<file path="config.mk">
export PLATFORM = sky130hd
export DESIGN_NAME = input_port1_output_port2
export DESIGN_NICKNAME = d
export VERILOG_FILES = /design/src/rtl/port_pkg.sv /design/src/rtl/input_port1_output_port2.sv
export VERILOG_INCLUDE_DIRS = /design/src /design/src/rtl
export SDC_FILE = /design/constraint.sdc
export NUM_CORES = 1
export LEC_CHECK = 0
export BUFFER_PORTS_ARGS = -buffer_cell sky130_fd_sc_hd__buf_4
export CAP_MARGIN = 40
export CORE_ASPECT_RATIO = 1.4
export CORE_UTILIZATION = 44
export CTS_CLUSTER_DIAMETER = 30
export DETAILED_ROUTE_END_ITERATION = 8
export PLACE_DENSITY = 0.78
export SETUP_SLACK_MARGIN = 0.15
export SYNTH_ARGS = -nofsm -noshare
export SYNTH_HDL_FRONTEND = slang
export SYNTH_SLANG_ARGS = --single-unit
</file>
<file path="constraint.sdc">
create_clock -name mclk -period 2 [get_ports mclk]
set_input_delay 0.3 -clock mclk [delete_from_list [all_inputs] [get_ports mclk]]
set_output_delay 0.3 -clock mclk [all_outputs]
set_load 0.01 [all_outputs]
</file>
<file path="src/rtl/port_defs.svh">
`ifndef PORT_DEFS_SVH
`define PORT_DEFS_SVH

// bus geometry: printed offsets are word indices, byte address is four times the index
`define ADDR_W          18
`define IDX_W           16
`define IDX_PIN_LEVEL   16'hf208
`define IDX_PULL_LOW    16'hf20a
`define IDX_PULL_HIGH   16'hf20b
`define IDX_LATCH       16'hf210
`define IDX_DRIVE_LOW   16'hf212
`define IDX_DRIVE_HIGH  16'hf213
`define IDX_FUNC_LOW    16'hf214
`define IDX_FUNC_HIGH   16'hf215

`define RESP_OKAY       2'b00
`define RESP_SLVERR     2'b10

// reset values
`define IN_CFG_RST      2'h0
`define OUT_CFG_RST     4'h0

// input pull codes {high,low}
`define PULL_HIZ        2'b00
`define PULL_DOWN       2'b01
`define PULL_UP         2'b10

// output drive codes {high,low}
`define DRV_HIZ         2'b00
`define DRV_PCH_OD      2'b01
`define DRV_NCH_OD      2'b10
`define DRV_CMOS        2'b11

// output function codes {high,low}
`define FUNC_GPIO       2'b00
`define FUNC_CLOCK      2'b01
`define FUNC_TIMER      2'b10

// oscillator mode field codes
`define OSC_MODE_XTAL   2'b00
`define OSC_MODE_EXTCLK 2'b01

`endif

</file>
<file path="src/rtl/port_pkg.sv">
package port_pkg;

    typedef struct packed {
        logic [1:0] low;
        logic [1:0] high;
    } in_cfg_t;

    typedef struct packed {
        logic [3:0] latch;
        logic [3:0] drv_low;
        logic [3:0] drv_high;
        logic [3:0] fn_low;
        logic [3:0] fn_high;
    } out_cfg_t;

    typedef struct packed {
        logic [3:0] level;
        logic [3:0] oe;
    } out_pins_t;

    typedef struct packed {
        logic [1:0] up;
        logic [1:0] down;
    } pull_ctl_t;

endpackage

</file>
<file path="src/rtl/input_port1_output_port2.sv">
// Chosen here: register access over AXI4-Lite.
`include "port_defs.svh"

module input_port1_output_port2 (
    input  wire logic                  mclk,
    input  wire logic                  rst_n,
    input  wire logic [`ADDR_W-1:0]    awaddr,
    input  wire logic [2:0]            awprot,
    input  wire logic                  awvalid,
    output logic                       awready,
    input  wire logic [31:0]           wdata,
    input  wire logic [3:0]            wstrb,
    input  wire logic                  wvalid,
    output logic                       wready,
    output logic [1:0]                 bresp,
    output logic                       bvalid,
    input  wire logic                  bready,
    input  wire logic [`ADDR_W-1:0]    araddr,
    input  wire logic [2:0]            arprot,
    input  wire logic                  arvalid,
    output logic                       arready,
    output logic [31:0]                rdata,
    output logic [1:0]                 rresp,
    output logic                       rvalid,
    input  wire logic                  rready,
    input  wire logic                  first_input_pin,
    input  wire logic                  second_input_pin,
    input  wire logic [1:0]            osc_mode,
    input  wire logic                  low_speed_clock_out,
    input  wire logic                  high_speed_clock_out,
    input  wire logic                  timer_nine_output,
    input  wire logic                  timer_b_output,
    output port_pkg::out_pins_t        out_pins,
    output port_pkg::pull_ctl_t        pull_ctl,
    output logic [1:0]                 osc_pin_owned
);

    function automatic logic hit(input logic [`ADDR_W-1:0] addr, input logic [`IDX_W-1:0] idx);
        hit = (addr[`ADDR_W-1:2] == idx);
    endfunction

    function automatic logic [1:0] osc_owned(input logic [1:0] mode);
        if (mode == `OSC_MODE_XTAL) begin
            osc_owned = 2'b11;
        end else if (mode == `OSC_MODE_EXTCLK) begin
            osc_owned = 2'b01;
        end else begin
            osc_owned = 2'b00;
        end
    endfunction

    port_pkg::in_cfg_t      in_cfg;
    port_pkg::in_cfg_t      next_in_cfg;
    port_pkg::out_cfg_t     out_cfg;
    port_pkg::out_cfg_t     next_out_cfg;
    port_pkg::out_pins_t    next_out_pins;
    port_pkg::pull_ctl_t    next_pull_ctl;
    logic [1:0]             next_osc_pin_owned;
    logic [`ADDR_W-1:0]     aw_addr;
    logic [`ADDR_W-1:0]     next_aw_addr;
    logic                   aw_held;
    logic                   next_aw_held;
    logic [31:0]            w_data;
    logic [31:0]            next_w_data;
    logic [3:0]             w_strb;
    logic [3:0]             next_w_strb;
    logic                   w_held;
    logic                   next_w_held;
    logic                   next_awready;
    logic                   next_wready;
    logic [1:0]             next_bresp;
    logic                   next_bvalid;
    logic                   next_arready;
    logic [31:0]            next_rdata;
    logic [1:0]             next_rresp;
    logic                   next_rvalid;
    logic [1:0]             pin_level;
    logic [1:0]             owned_now;
    logic [3:0]             sec_src;

    // a dedicated oscillator pin reads low so software never mistakes the
    // crystal swing for an input level
    always_comb begin
        owned_now = osc_owned(osc_mode);
        pin_level = {~owned_now[1] & second_input_pin,
                     ~owned_now[0] & first_input_pin};
        sec_src   = {timer_b_output, timer_nine_output,
                     high_speed_clock_out, low_speed_clock_out};
    end

    always_comb begin
        logic [1:0] fn;
        logic [1:0] drv;
        logic       src;
        fn  = 2'b00;
        drv = 2'b00;
        src = 1'b0;
        next_in_cfg        = in_cfg;
        next_out_cfg       = out_cfg;
        next_aw_addr       = aw_addr;
        next_aw_held       = aw_held;
        next_w_data        = w_data;
        next_w_strb        = w_strb;
        next_w_held        = w_held;
        next_awready       = awready;
        next_wready        = wready;
        next_bresp         = bresp;
        next_bvalid        = bvalid;
        next_arready       = arready;
        next_rdata         = rdata;
        next_rresp         = rresp;
        next_rvalid        = rvalid;
        next_osc_pin_owned = osc_owned(osc_mode);

        if (awvalid && awready) begin
            next_aw_addr = awaddr;
            next_aw_held = 1'b1;
            next_awready = 1'b0;
        end
        if (wvalid && wready) begin
            next_w_data = wdata;
            next_w_strb = wstrb;
            next_w_held = 1'b1;
            next_wready = 1'b0;
        end

        // only byte lanes 0 and 1 carry data; lane 1 on the pull and drive low
        // registers reaches its high partner, giving the 16-bit word view
        if (aw_held && w_held && !bvalid) begin
            next_aw_held = 1'b0;
            next_w_held  = 1'b0;
            next_bvalid  = 1'b1;
            next_bresp   = `RESP_OKAY;
            if (hit(aw_addr, `IDX_PULL_LOW)) begin
                if (w_strb[0]) next_in_cfg.low = w_data[1:0];
                if (w_strb[1]) next_in_cfg.high = w_data[9:8];
            end else if (hit(aw_addr, `IDX_PULL_HIGH)) begin
                if (w_strb[0]) next_in_cfg.high = w_data[1:0];
            end else if (hit(aw_addr, `IDX_LATCH)) begin
                if (w_strb[0]) next_out_cfg.latch = w_data[3:0];
            end else if (hit(aw_addr, `IDX_DRIVE_LOW)) begin
                if (w_strb[0]) next_out_cfg.drv_low = w_data[3:0];
                if (w_strb[1]) next_out_cfg.drv_high = w_data[11:8];
            end else if (hit(aw_addr, `IDX_DRIVE_HIGH)) begin
                if (w_strb[0]) next_out_cfg.drv_high = w_data[3:0];
            end else if (hit(aw_addr, `IDX_FUNC_LOW)) begin
                if (w_strb[0]) next_out_cfg.fn_low = w_data[3:0];
            end else if (hit(aw_addr, `IDX_FUNC_HIGH)) begin
                if (w_strb[0]) next_out_cfg.fn_high = w_data[3:0];
            end else if (hit(aw_addr, `IDX_PIN_LEVEL)) begin
                next_bresp = `RESP_OKAY;
            end else begin
                next_bresp = `RESP_SLVERR;
            end
        end
        if (bvalid && bready) begin
            next_bvalid  = 1'b0;
            next_awready = 1'b1;
            next_wready  = 1'b1;
        end

        if (arvalid && arready) begin
            next_arready = 1'b0;
            next_rvalid  = 1'b1;
            next_rresp   = `RESP_OKAY;
            next_rdata   = 32'h0000_0000;
            if (hit(araddr, `IDX_PIN_LEVEL)) begin
                next_rdata[1:0] = pin_level;
            end else if (hit(araddr, `IDX_PULL_LOW)) begin
                next_rdata[1:0] = in_cfg.low;
                next_rdata[9:8] = in_cfg.high;
            end else if (hit(araddr, `IDX_PULL_HIGH)) begin
                next_rdata[1:0] = in_cfg.high;
            end else if (hit(araddr, `IDX_LATCH)) begin
                next_rdata[3:0] = out_cfg.latch;
            end else if (hit(araddr, `IDX_DRIVE_LOW)) begin
                next_rdata[3:0]  = out_cfg.drv_low;
                next_rdata[11:8] = out_cfg.drv_high;
            end else if (hit(araddr, `IDX_DRIVE_HIGH)) begin
                next_rdata[3:0] = out_cfg.drv_high;
            end else if (hit(araddr, `IDX_FUNC_LOW)) begin
                next_rdata[3:0] = out_cfg.fn_low;
            end else if (hit(araddr, `IDX_FUNC_HIGH)) begin
                next_rdata[3:0] = out_cfg.fn_high;
            end else begin
                next_rresp = `RESP_SLVERR;
            end
        end
        if (rvalid && rready) begin
            next_rvalid  = 1'b0;
            next_arready = 1'b1;
        end

        for (int i = 0; i < 2; i++) begin
            next_pull_ctl.up[i]   = ({in_cfg.high[i], in_cfg.low[i]} == `PULL_UP);
            next_pull_ctl.down[i] = ({in_cfg.high[i], in_cfg.low[i]} == `PULL_DOWN);
        end

        // prohibited function codes fall back to the latch rather than glitch
        for (int i = 0; i < 4; i++) begin
            fn  = {out_cfg.fn_high[i], out_cfg.fn_low[i]};
            drv = {out_cfg.drv_high[i], out_cfg.drv_low[i]};
            src = out_cfg.latch[i];
            if (fn == `FUNC_CLOCK && i < 2) begin
                src = sec_src[i];
            end else if (fn == `FUNC_TIMER && i >= 2) begin
                src = sec_src[i];
            end
            next_out_pins.level[i] = src;
            case (drv)
                `DRV_HIZ:    next_out_pins.oe[i] = 1'b0;
                `DRV_PCH_OD: next_out_pins.oe[i] = src;
                `DRV_NCH_OD: next_out_pins.oe[i] = ~src;
                default:     next_out_pins.oe[i] = 1'b1;
            endcase
        end
    end

    always_ff @(posedge mclk or negedge rst_n) begin
        if (!rst_n) begin
            in_cfg        <= '{low: `IN_CFG_RST, high: `IN_CFG_RST};
            out_cfg       <= '{`OUT_CFG_RST, `OUT_CFG_RST, `OUT_CFG_RST,
                               `OUT_CFG_RST, `OUT_CFG_RST};
            out_pins      <= '{level: 4'h0, oe: 4'h0};
            pull_ctl      <= '{up: 2'h0, down: 2'h0};
            osc_pin_owned <= 2'h0;
            aw_addr       <= '0;
            aw_held       <= 1'b0;
            w_data        <= 32'h0000_0000;
            w_strb        <= 4'h0;
            w_held        <= 1'b0;
            awready       <= 1'b1;
            wready        <= 1'b1;
            bresp         <= `RESP_OKAY;
            bvalid        <= 1'b0;
            arready       <= 1'b1;
            rdata         <= 32'h0000_0000;
            rresp         <= `RESP_OKAY;
            rvalid        <= 1'b0;
        end else begin
            in_cfg        <= next_in_cfg;
            out_cfg       <= next_out_cfg;
            out_pins      <= next_out_pins;
            pull_ctl      <= next_pull_ctl;
            osc_pin_owned <= next_osc_pin_owned;
            aw_addr       <= next_aw_addr;
            aw_held       <= next_aw_held;
            w_data        <= next_w_data;
            w_strb        <= next_w_strb;
            w_held        <= next_w_held;
            awready       <= next_awready;
            wready        <= next_wready;
            bresp         <= next_bresp;
            bvalid        <= next_bvalid;
            arready       <= next_arready;
            rdata         <= next_rdata;
            rresp         <= next_rresp;
            rvalid        <= next_rvalid;
        end
    end
endmodule

</file>
==> flow_metrics.py, run 1 <==
metrics = {
    "outcome": {
        "run_status": "completed",
    },
    "yosys": {
        "synth_async_sr_flop_share": 1.00,
        "seq_total_area_yosys": 0.522,
        "synth_largest_area_cell": "sky130_fd_sc_hd__dfrtp_1",
        "yosys.area_share.adder": 0,
        "synth_top_cell_area_share": 0.501,
        "synth_top_family_by_area": "multiplexers",
        "post_synth_xor_area_fraction": 0,
        "ys_top_cells_by_area": "sky130_fd_sc_hd__dfrtp_1 50%, sky130_fd_sc_hd__mux2_2 15%, sky130_fd_sc_hd__buf_4 5.0%",
        "synth_area_mm2": 0.00389,
        "synth_enable_flop_cells": 0,
        "synth-compound-area-share": 0.0961,
        "synth_ff_type": "sky130_fd_sc_hd__dfrtp_1",
        "post_synth.cell_area_avg_um2": 11.3,
        "postSynthCellCount": 345,
        "ys_seq_elements": 81,
        "ys_warn_count": 0,
        "synth_cell_types": 50,
        "synthMuxAreaShare": 0.173,
        "simple_gate_share_of_the_synthesized_area": 0.141,
    },
    "finish": {
        "seq_area_mm2": 0.00203,
        "final_design_area_no_fill_mm2": 0.00507,
        "design.final.nets": 540,
        "fillers": 708,
        "drive_above_1_share": 0.409,
        "n_antenna_cell": 0,
        "areaGrowthSynthToFinish_pct": 30.2,
        "multiInputGateArea_mm2": 0.00181,
    },
    "placed_design": {
        "gpl.final_weighted_congestion": 0.909,
        "place_ws_ns": -0.309,
        "placement.cell_area_mm2": 0.00467,
        "port_buf_inserts": 85,
        "hpwl_mm": 6.33,
    },
    "pwr": {
        "powerDensity_mw_per_mm2": 1020,
        "post-layout-total-power_uw": 5180,
        "peakVddDrop_mv": 0.804,
        "leak_uw": 0.00243,
    },
    "clocking": {
        "cts_tree": "yes",
        "htree_levels": 3,
        "insertion_delay_ns": 0.33,
        "cts_buffers": 9,
        "root_buffer": "sky130_fd_sc_hd__clkbuf_16",
        "path_clk_slew_ns": 0.06,
        "cts_num_sinks": 81,
        "clock_path_buffers": 2,
    },
    "global_routing": {
        "grt_first_pass_wirelength_mm": 13.5,
        "grt_pass1_vias": 2968,
        "grt_antenna_before_repair": 0,
        "groute.usage.overall": 0.191,
        "grt_start_max_net_pins": 32,
        "grt_remaining_overflow": 0,
    },
    "detailed_routing": {
        "wl_mm": 8.69,
        "routed-via-count": 2940,
        "ant_nets": 0,
        "drt_iter0_markers": 80,
        "number_of_iterations_in_the_first_detailed_routing_pass": 4,
        "route.detailed.vias_per_inst": 5.28,
        "per_cell_routed_wire_length_um": 15.6,
        "remaining_drc_errors": 0,
    },
    "floorplanning": {
        "core-area_mm2": 0.00856,
        "die_width_um": 81.5,
        "placement_rows": 40,
        "io-pin-count": 148,
        "initial_core_util": 0.455,
        "fp.dieArea_mm2": 0.00923,
        "floorplan.die.height_um": 113,
    },
    "timing": {
        "setup_violations": 0,
        "final.setup.tns_ns": 0,
        "finalCritPeriodShare": 0.941,
        "rsz0062_at_grt": "true",
        "hold_viol_final": 0,
        "final.setup_skew_ns": 0.00934,
        "finalWorstSetupSlack_ns": 0.118,
        "period_needed_ns": 1.88,
        "holdWs_ns": 0.128,
        "max_freq_mhz": 531,
        "report.final.slew_viol_count": 0,
        "relSlewSlack": 0.574,
        "worst_margin_slew_ns": 0.638,
    },
    "hold_path": {
        "timing.hold.worst.class": "in -> reg",
    },
    "critical_path": {
        "start_kind": "primary input",
        "timing.critical_path.fanout_max": 3,
        "worstSetupStartpoint": "araddr[7]",
        "reg2reg_slack_ns": 0.18,
        "critical_path_destination": "rdata[0]",
        "count_of_cells_along_the_worst_register_to_register_path": 6,
        "crit_arrival_ns": 2.16,
        "worst_setup_path_end_kind": "flop",
        "setup.worst_path.class": "in -> reg",
        "critical_path.reg2reg.startpoint": "aw_addr[10]",
        "required_ns": 2.27,
        "regToRegEndpoint": "out_cfg[12]",
    },
    "flow_run": {
        "max_cap_violations": 0,
    },
}
-- how the worst min path moves through the flow --
stage / startpoint / to / slack, ns / depth (start not counted)
3_5_place_dp: rst_n / aw_addr[15] / 0.25 / 1
6_report: osc_mode[0] / osc_pin_owned[1] / 0.13 / 2
2_1_floorplan: rst_n / aw_addr[10] / 0.004 / 0
3_3_place_gp: rst_n / aw_addr[17] / 0.25 / 1
5_1_grt: osc_mode[0] / osc_pin_owned[1] / 0.12 / 2
4_1_cts: osc_mode[0] / osc_pin_owned[1] / 0.12 / 2
-- cell type report --
type | instances | area share
inverter | 9 | 0.00667
sequential | 81 | 0.401
multi-input combinational | 246 | 0.356
timing repair buffer | 100 | 0.153
clock inverter | 3 | 0.00840
clock buffer | 13 | 0.0494
tap | 105 | 0.0259
-- layer usage --
metal | share of wire | track usage | routed length [µm]
met3 | 0.053 | 0.0315 | 460
met4 | 0.021 | 0.0905 | 186
met1 | 0.39 | 0.220 | 3420
met5 | 0 | 0 | 0
met2 | 0.53 | 0.337 | 4620
-- flip-flops by register name, summed over array words and instances, names as in the netlist, 2 cells and up --
name           count
rdata              8
osc_pin_owned      2
out_pins           8
pull_ctl           4
aw_addr           16
w_strb             2
w_data             8
out_cfg           20
in_cfg             4
-- critical path: stages --
cell	delay, ns
sky130_fd_sc_hd__buf_6	0.09
sky130_fd_sc_hd__or4b_4	0.53
sky130_fd_sc_hd__or4_4	0.50
sky130_fd_sc_hd__or4_1	0.41
sky130_fd_sc_hd__a32oi_1	0.17
sky130_fd_sc_hd__o22a_2	0.15
-- cells in the final DEF, fill, tap and decap left out, types with 3 or more instances in the layout --
| master | n |
|---|---|
| sky130_fd_sc_hd__a21oi_1 | 17 |
| sky130_fd_sc_hd__mux2_2 | 47 |
| sky130_fd_sc_hd__conb_1 | 26 |
| sky130_fd_sc_hd__nor2_1 | 10 |
| sky130_fd_sc_hd__nand2b_1 | 7 |
| sky130_fd_sc_hd__nor3_1 | 6 |
| sky130_fd_sc_hd__nand2_1 | 27 |
| sky130_fd_sc_hd__mux2_4 | 4 |
| sky130_fd_sc_hd__a22oi_1 | 3 |
| sky130_fd_sc_hd__clkbuf_1 | 3 |
| sky130_fd_sc_hd__o21ai_0 | 22 |
| sky130_fd_sc_hd__dfstp_2 | 3 |
| sky130_fd_sc_hd__clkbuf_16 | 9 |
| sky130_fd_sc_hd__nand4_1 | 4 |
| sky130_fd_sc_hd__buf_4 | 96 |
| sky130_fd_sc_hd__dfrtp_1 | 78 |
| sky130_fd_sc_hd__mux2i_1 | 10 |
| sky130_fd_sc_hd__nor2b_1 | 10 |
| sky130_fd_sc_hd__inv_1 | 9 |
-- through the flow --
step,utilization,instances
2_1_floorplan,-,370
3_3_place_gp,0.546,537
3_5_place_dp,0.546,537
4_1_cts,0.587,556
5_1_grt,0.592,557
6_report,0.592,557
-- Yosys cell counts (3+ instances only) --
cell / instances
sky130_fd_sc_hd__nor2_1: 11
sky130_fd_sc_hd__a21oi_1: 17
sky130_fd_sc_hd__mux2_2: 51
sky130_fd_sc_hd__inv_1: 9
sky130_fd_sc_hd__clkbuf_1: 6
sky130_fd_sc_hd__o21ai_0: 24
sky130_fd_sc_hd__mux2i_1: 10
sky130_fd_sc_hd__dfrtp_1: 78
sky130_fd_sc_hd__a22oi_1: 3
sky130_fd_sc_hd__nor2b_1: 10
sky130_fd_sc_hd__nor4_1: 3
sky130_fd_sc_hd__nand3_1: 3
sky130_fd_sc_hd__nor3_1: 7
sky130_fd_sc_hd__buf_4: 26
sky130_fd_sc_hd__nand2b_1: 8
sky130_fd_sc_hd__nand2_1: 27
sky130_fd_sc_hd__dfstp_2: 3
sky130_fd_sc_hd__nor4bb_1: 3
sky130_fd_sc_hd__nand4_1: 4
-- cells by family (layout without fill, tap and decap cells) --
group	count (synthesis)	count (layout)
AND/OR/NAND/NOR	97	97
buffers and inverters	43	125
multiplexers	61	61
other	1	26
flip-flops	81	81
AO/OA/AOI/OAI	62	62
-- power by group --
group	internal [µW]	total [µW]	switching, µW
registers	2020	2430	411
clock network	1000	1620	623
logic	666	1130	467
total	3680	5180	1500
-- timing repair --
item                                    4_1_cts  5_1_grt
buffers inserted                              2        1
resized for setup                             6        8
hold buffers                                  1        0
endpoints found under the setup margin       16       19
hold endpoints to repair                     27        0
pin swaps                                     6        0
(Power assumes the default switching activity.)
==> inputs of run 2 (changes only) <==
Settings changed: CORE_UTILIZATION 44 to 45, PLACE_DENSITY 0.78 to 0.76.
Clock period 2 ns to 1.9 ns, I/O delays scaled along.
==> flow_metrics.py, run 2 (same netlist as run 1, synthesis figures left out) <==
metrics = {
    "timing": {
        "rsz0062_at_grt": "true",
        "finalCritPeriodShare": 0.998,
        "setup_violations": 0,
        "worst_margin_slew_ns": 0.620,
        "report.final.slew_viol_count": 0,
        "period_needed_ns": 1.90,
        "final.setup_skew_ns": 0.0102,
        "holdWs_ns": 0.109,
        "finalWorstSetupSlack_ns": 0.00303,
        "relSlewSlack": 0.586,
        "max_freq_mhz": 527,
        "hold_viol_final": 0,
    },
    "global_routing": {
        "grt_pass1_vias": 3004,
        "grt_start_max_net_pins": 46,
        "groute.usage.overall": 0.206,
        "grt_remaining_overflow": 0,
        "grt_first_pass_wirelength_mm": 14.2,
        "grt_antenna_before_repair": 0,
    },
    "finish": {
        "multiInputGateArea_mm2": 0.00186,
        "largestRegisters": "out_cfg (20), aw_addr (16)",
        "top_register": "out_cfg",
        "final_design_area_no_fill_mm2": 0.00520,
        "finish.utilization": 0.627,
        "final_cell_mix": "99 x sky130_fd_sc_hd__buf_4, 77 x sky130_fd_sc_hd__dfrtp_1, 42 x sky130_fd_sc_hd__mux2_2",
        "n_antenna_cell": 0,
        "drive_above_1_share": 0.430,
        "fillers": 667,
        "design.final.nets": 548,
        "seq_area_mm2": 0.00203,
        "largest_register_ffs": 20,
        "areaGrowthSynthToFinish_pct": 33.6,
        "layout.cells.most_common": "sky130_fd_sc_hd__buf_4",
    },
    "critical_path": {
        "setup.worst_path.class": "in -> reg",
        "regToRegEndpoint": "out_cfg[16]",
        "count_of_cells_along_the_worst_register_to_register_path": 7,
        "crit_family": "simple AND/OR/NAND/NOR gates",
        "bufs_and_invs_on_worst_path": 1,
        "critical_path.reg2reg.startpoint": "aw_addr[10]",
        "cp_cell_sequence": "buf_6 > or4b_4 > or4_4 > or4_1 > a32oi_1 > o22a_2",
        "reg2reg_slack_ns": 0.09,
        "critical-path-slowest-cell": "sky130_fd_sc_hd__or4b_4",
        "critical_path.max_stage_delay_ns": 0.53,
        "required_ns": 2.17,
        "worst_setup_path_end_kind": "flop",
        "start_kind": "primary input",
        "timing.critical_path.fanout_max": 3,
        "crit_arrival_ns": 2.16,
    },
    "floorplanning": {
        "die_width_um": 80.6,
        "fp.dieArea_mm2": 0.00903,
        "core-area_mm2": 0.00830,
        "io-pin-count": 148,
        "placement_rows": 39,
        "initial_core_util": 0.469,
        "floorplan.die.height_um": 112,
    },
    "detailed_routing": {
        "routed-via-count": 2951,
        "per_cell_routed_wire_length_um": 15.5,
        "number_of_iterations_in_the_first_detailed_routing_pass": 4,
        "drt_iter0_markers": 123,
        "remaining_drc_errors": 0,
        "route.detailed.vias_per_inst": 5.25,
        "ant_nets": 0,
        "wl_mm": 8.69,
    },
    "clocking": {
        "insertion_delay_ns": 0.33,
        "htree_levels": 3,
        "root_buffer": "sky130_fd_sc_hd__clkbuf_16",
        "cts_num_sinks": 81,
        "cts_buffers": 9,
        "cts_tree": "yes",
        "path_clk_slew_ns": 0.06,
        "clock_path_buffers": 2,
    },
    "placed_design": {
        "place_ws_ns": -0.406,
        "port_buf_inserts": 85,
        "hpwl_mm": 6.37,
        "gpl.final_weighted_congestion": 0.930,
        "placement.cell_area_mm2": 0.00470,
    },
    "hold_path": {
        "timing.hold.worst.class": "in -> reg",
        "whs_endpoint": "osc_pin_owned[1]",
        "whs_path_depth": 2,
        "timing.hold.worst.start": "osc_mode[0]",
    },
    "pwr": {
        "powerDensity_mw_per_mm2": 1040,
        "leak_uw": 0.00248,
        "peakVddDrop_mv": 0.789,
    },
    "outcome": {
        "run_status": "completed",
    },
    "flow_run": {
        "max_cap_violations": 0,
    },
}
run 2: cell types whose count changed in the layout (fill, tap and decap cells not counted), moves of 2 or more:
| cell | previous run | this run |
|---|---|---|
| sky130_fd_sc_hd__o21ai_2 | 0 | 2 |
| sky130_fd_sc_hd__mux2_4 | 4 | 9 |
| sky130_fd_sc_hd__o21ai_0 | 22 | 20 |
| sky130_fd_sc_hd__buf_6 | 2 | 7 |
| sky130_fd_sc_hd__buf_4 | 96 | 99 |
| sky130_fd_sc_hd__mux2_2 | 47 | 42 |
run 2: layer usage:
metal,up-vias,routed length [µm],global-route usage
li1,1408,-,-
met1,1423,3350,0.242
met2,110,4780,0.368
met3,10,446,0.0382
met4,0,114,0.0762
met5,-,0,0
run 2: repair_timing:
action                                 in CTS  in global routing
pin swaps                                   8                  9
setup buffers                               3                  5
hold buffers                                1                  0
gates resized for setup                     9                 24
setup endpoints to repair                  18                 26
endpoints found under the hold margin      40                  0
run 2: report_power, final:
part | switching (µW) | total (µW) | internal [µW] | leakage [µW]
Clock | 667 | 1690 | 1020 | 0.000133
Combinational | 486 | 1200 | 712 | 0.00130
Sequential | 404 | 2530 | 2120 | 0.00105
Total | 1560 | 5410 | 3860 | 0.00248
run 2: worst max path at each step:
| stage | startpoint | to | slack (ns) | depth (start not counted) |
|---|---|---|---|---|
| after floorplan | araddr[7] | rdata[0] | -0.23 | 5 |
| after global placement | araddr[7] | rdata[0] | -0.35 | 6 |
| after detailed placement | araddr[7] | rdata[0] | -0.41 | 6 |
| after CTS | araddr[7] | rdata[0] | 0.002 | 6 |
| after global routing | araddr[7] | rdata[0] | -0.06 | 6 |
| final | araddr[7] | rdata[0] | 0.003 | 6 |
run 2: area by class of cell:
cell class | instances | area share
tap | 102 | 0.0245
multi-input combinational | 246 | 0.359
clock buffer | 12 | 0.0455
sequential | 81 | 0.391
clock inverter | 4 | 0.0103
timing repair buffer | 108 | 0.164
inverter | 9 | 0.00650
run 2: metrics by stage:
stage	power, µW	setup TNS [ns]	cells
final	5410	0	562
after global routing	5720	-0.0648	562
after CTS	5400	0	557
after detailed placement	3640	-1.38	537
after global placement	3580	-1.20	537
after floorplan	3190	-0.394	370
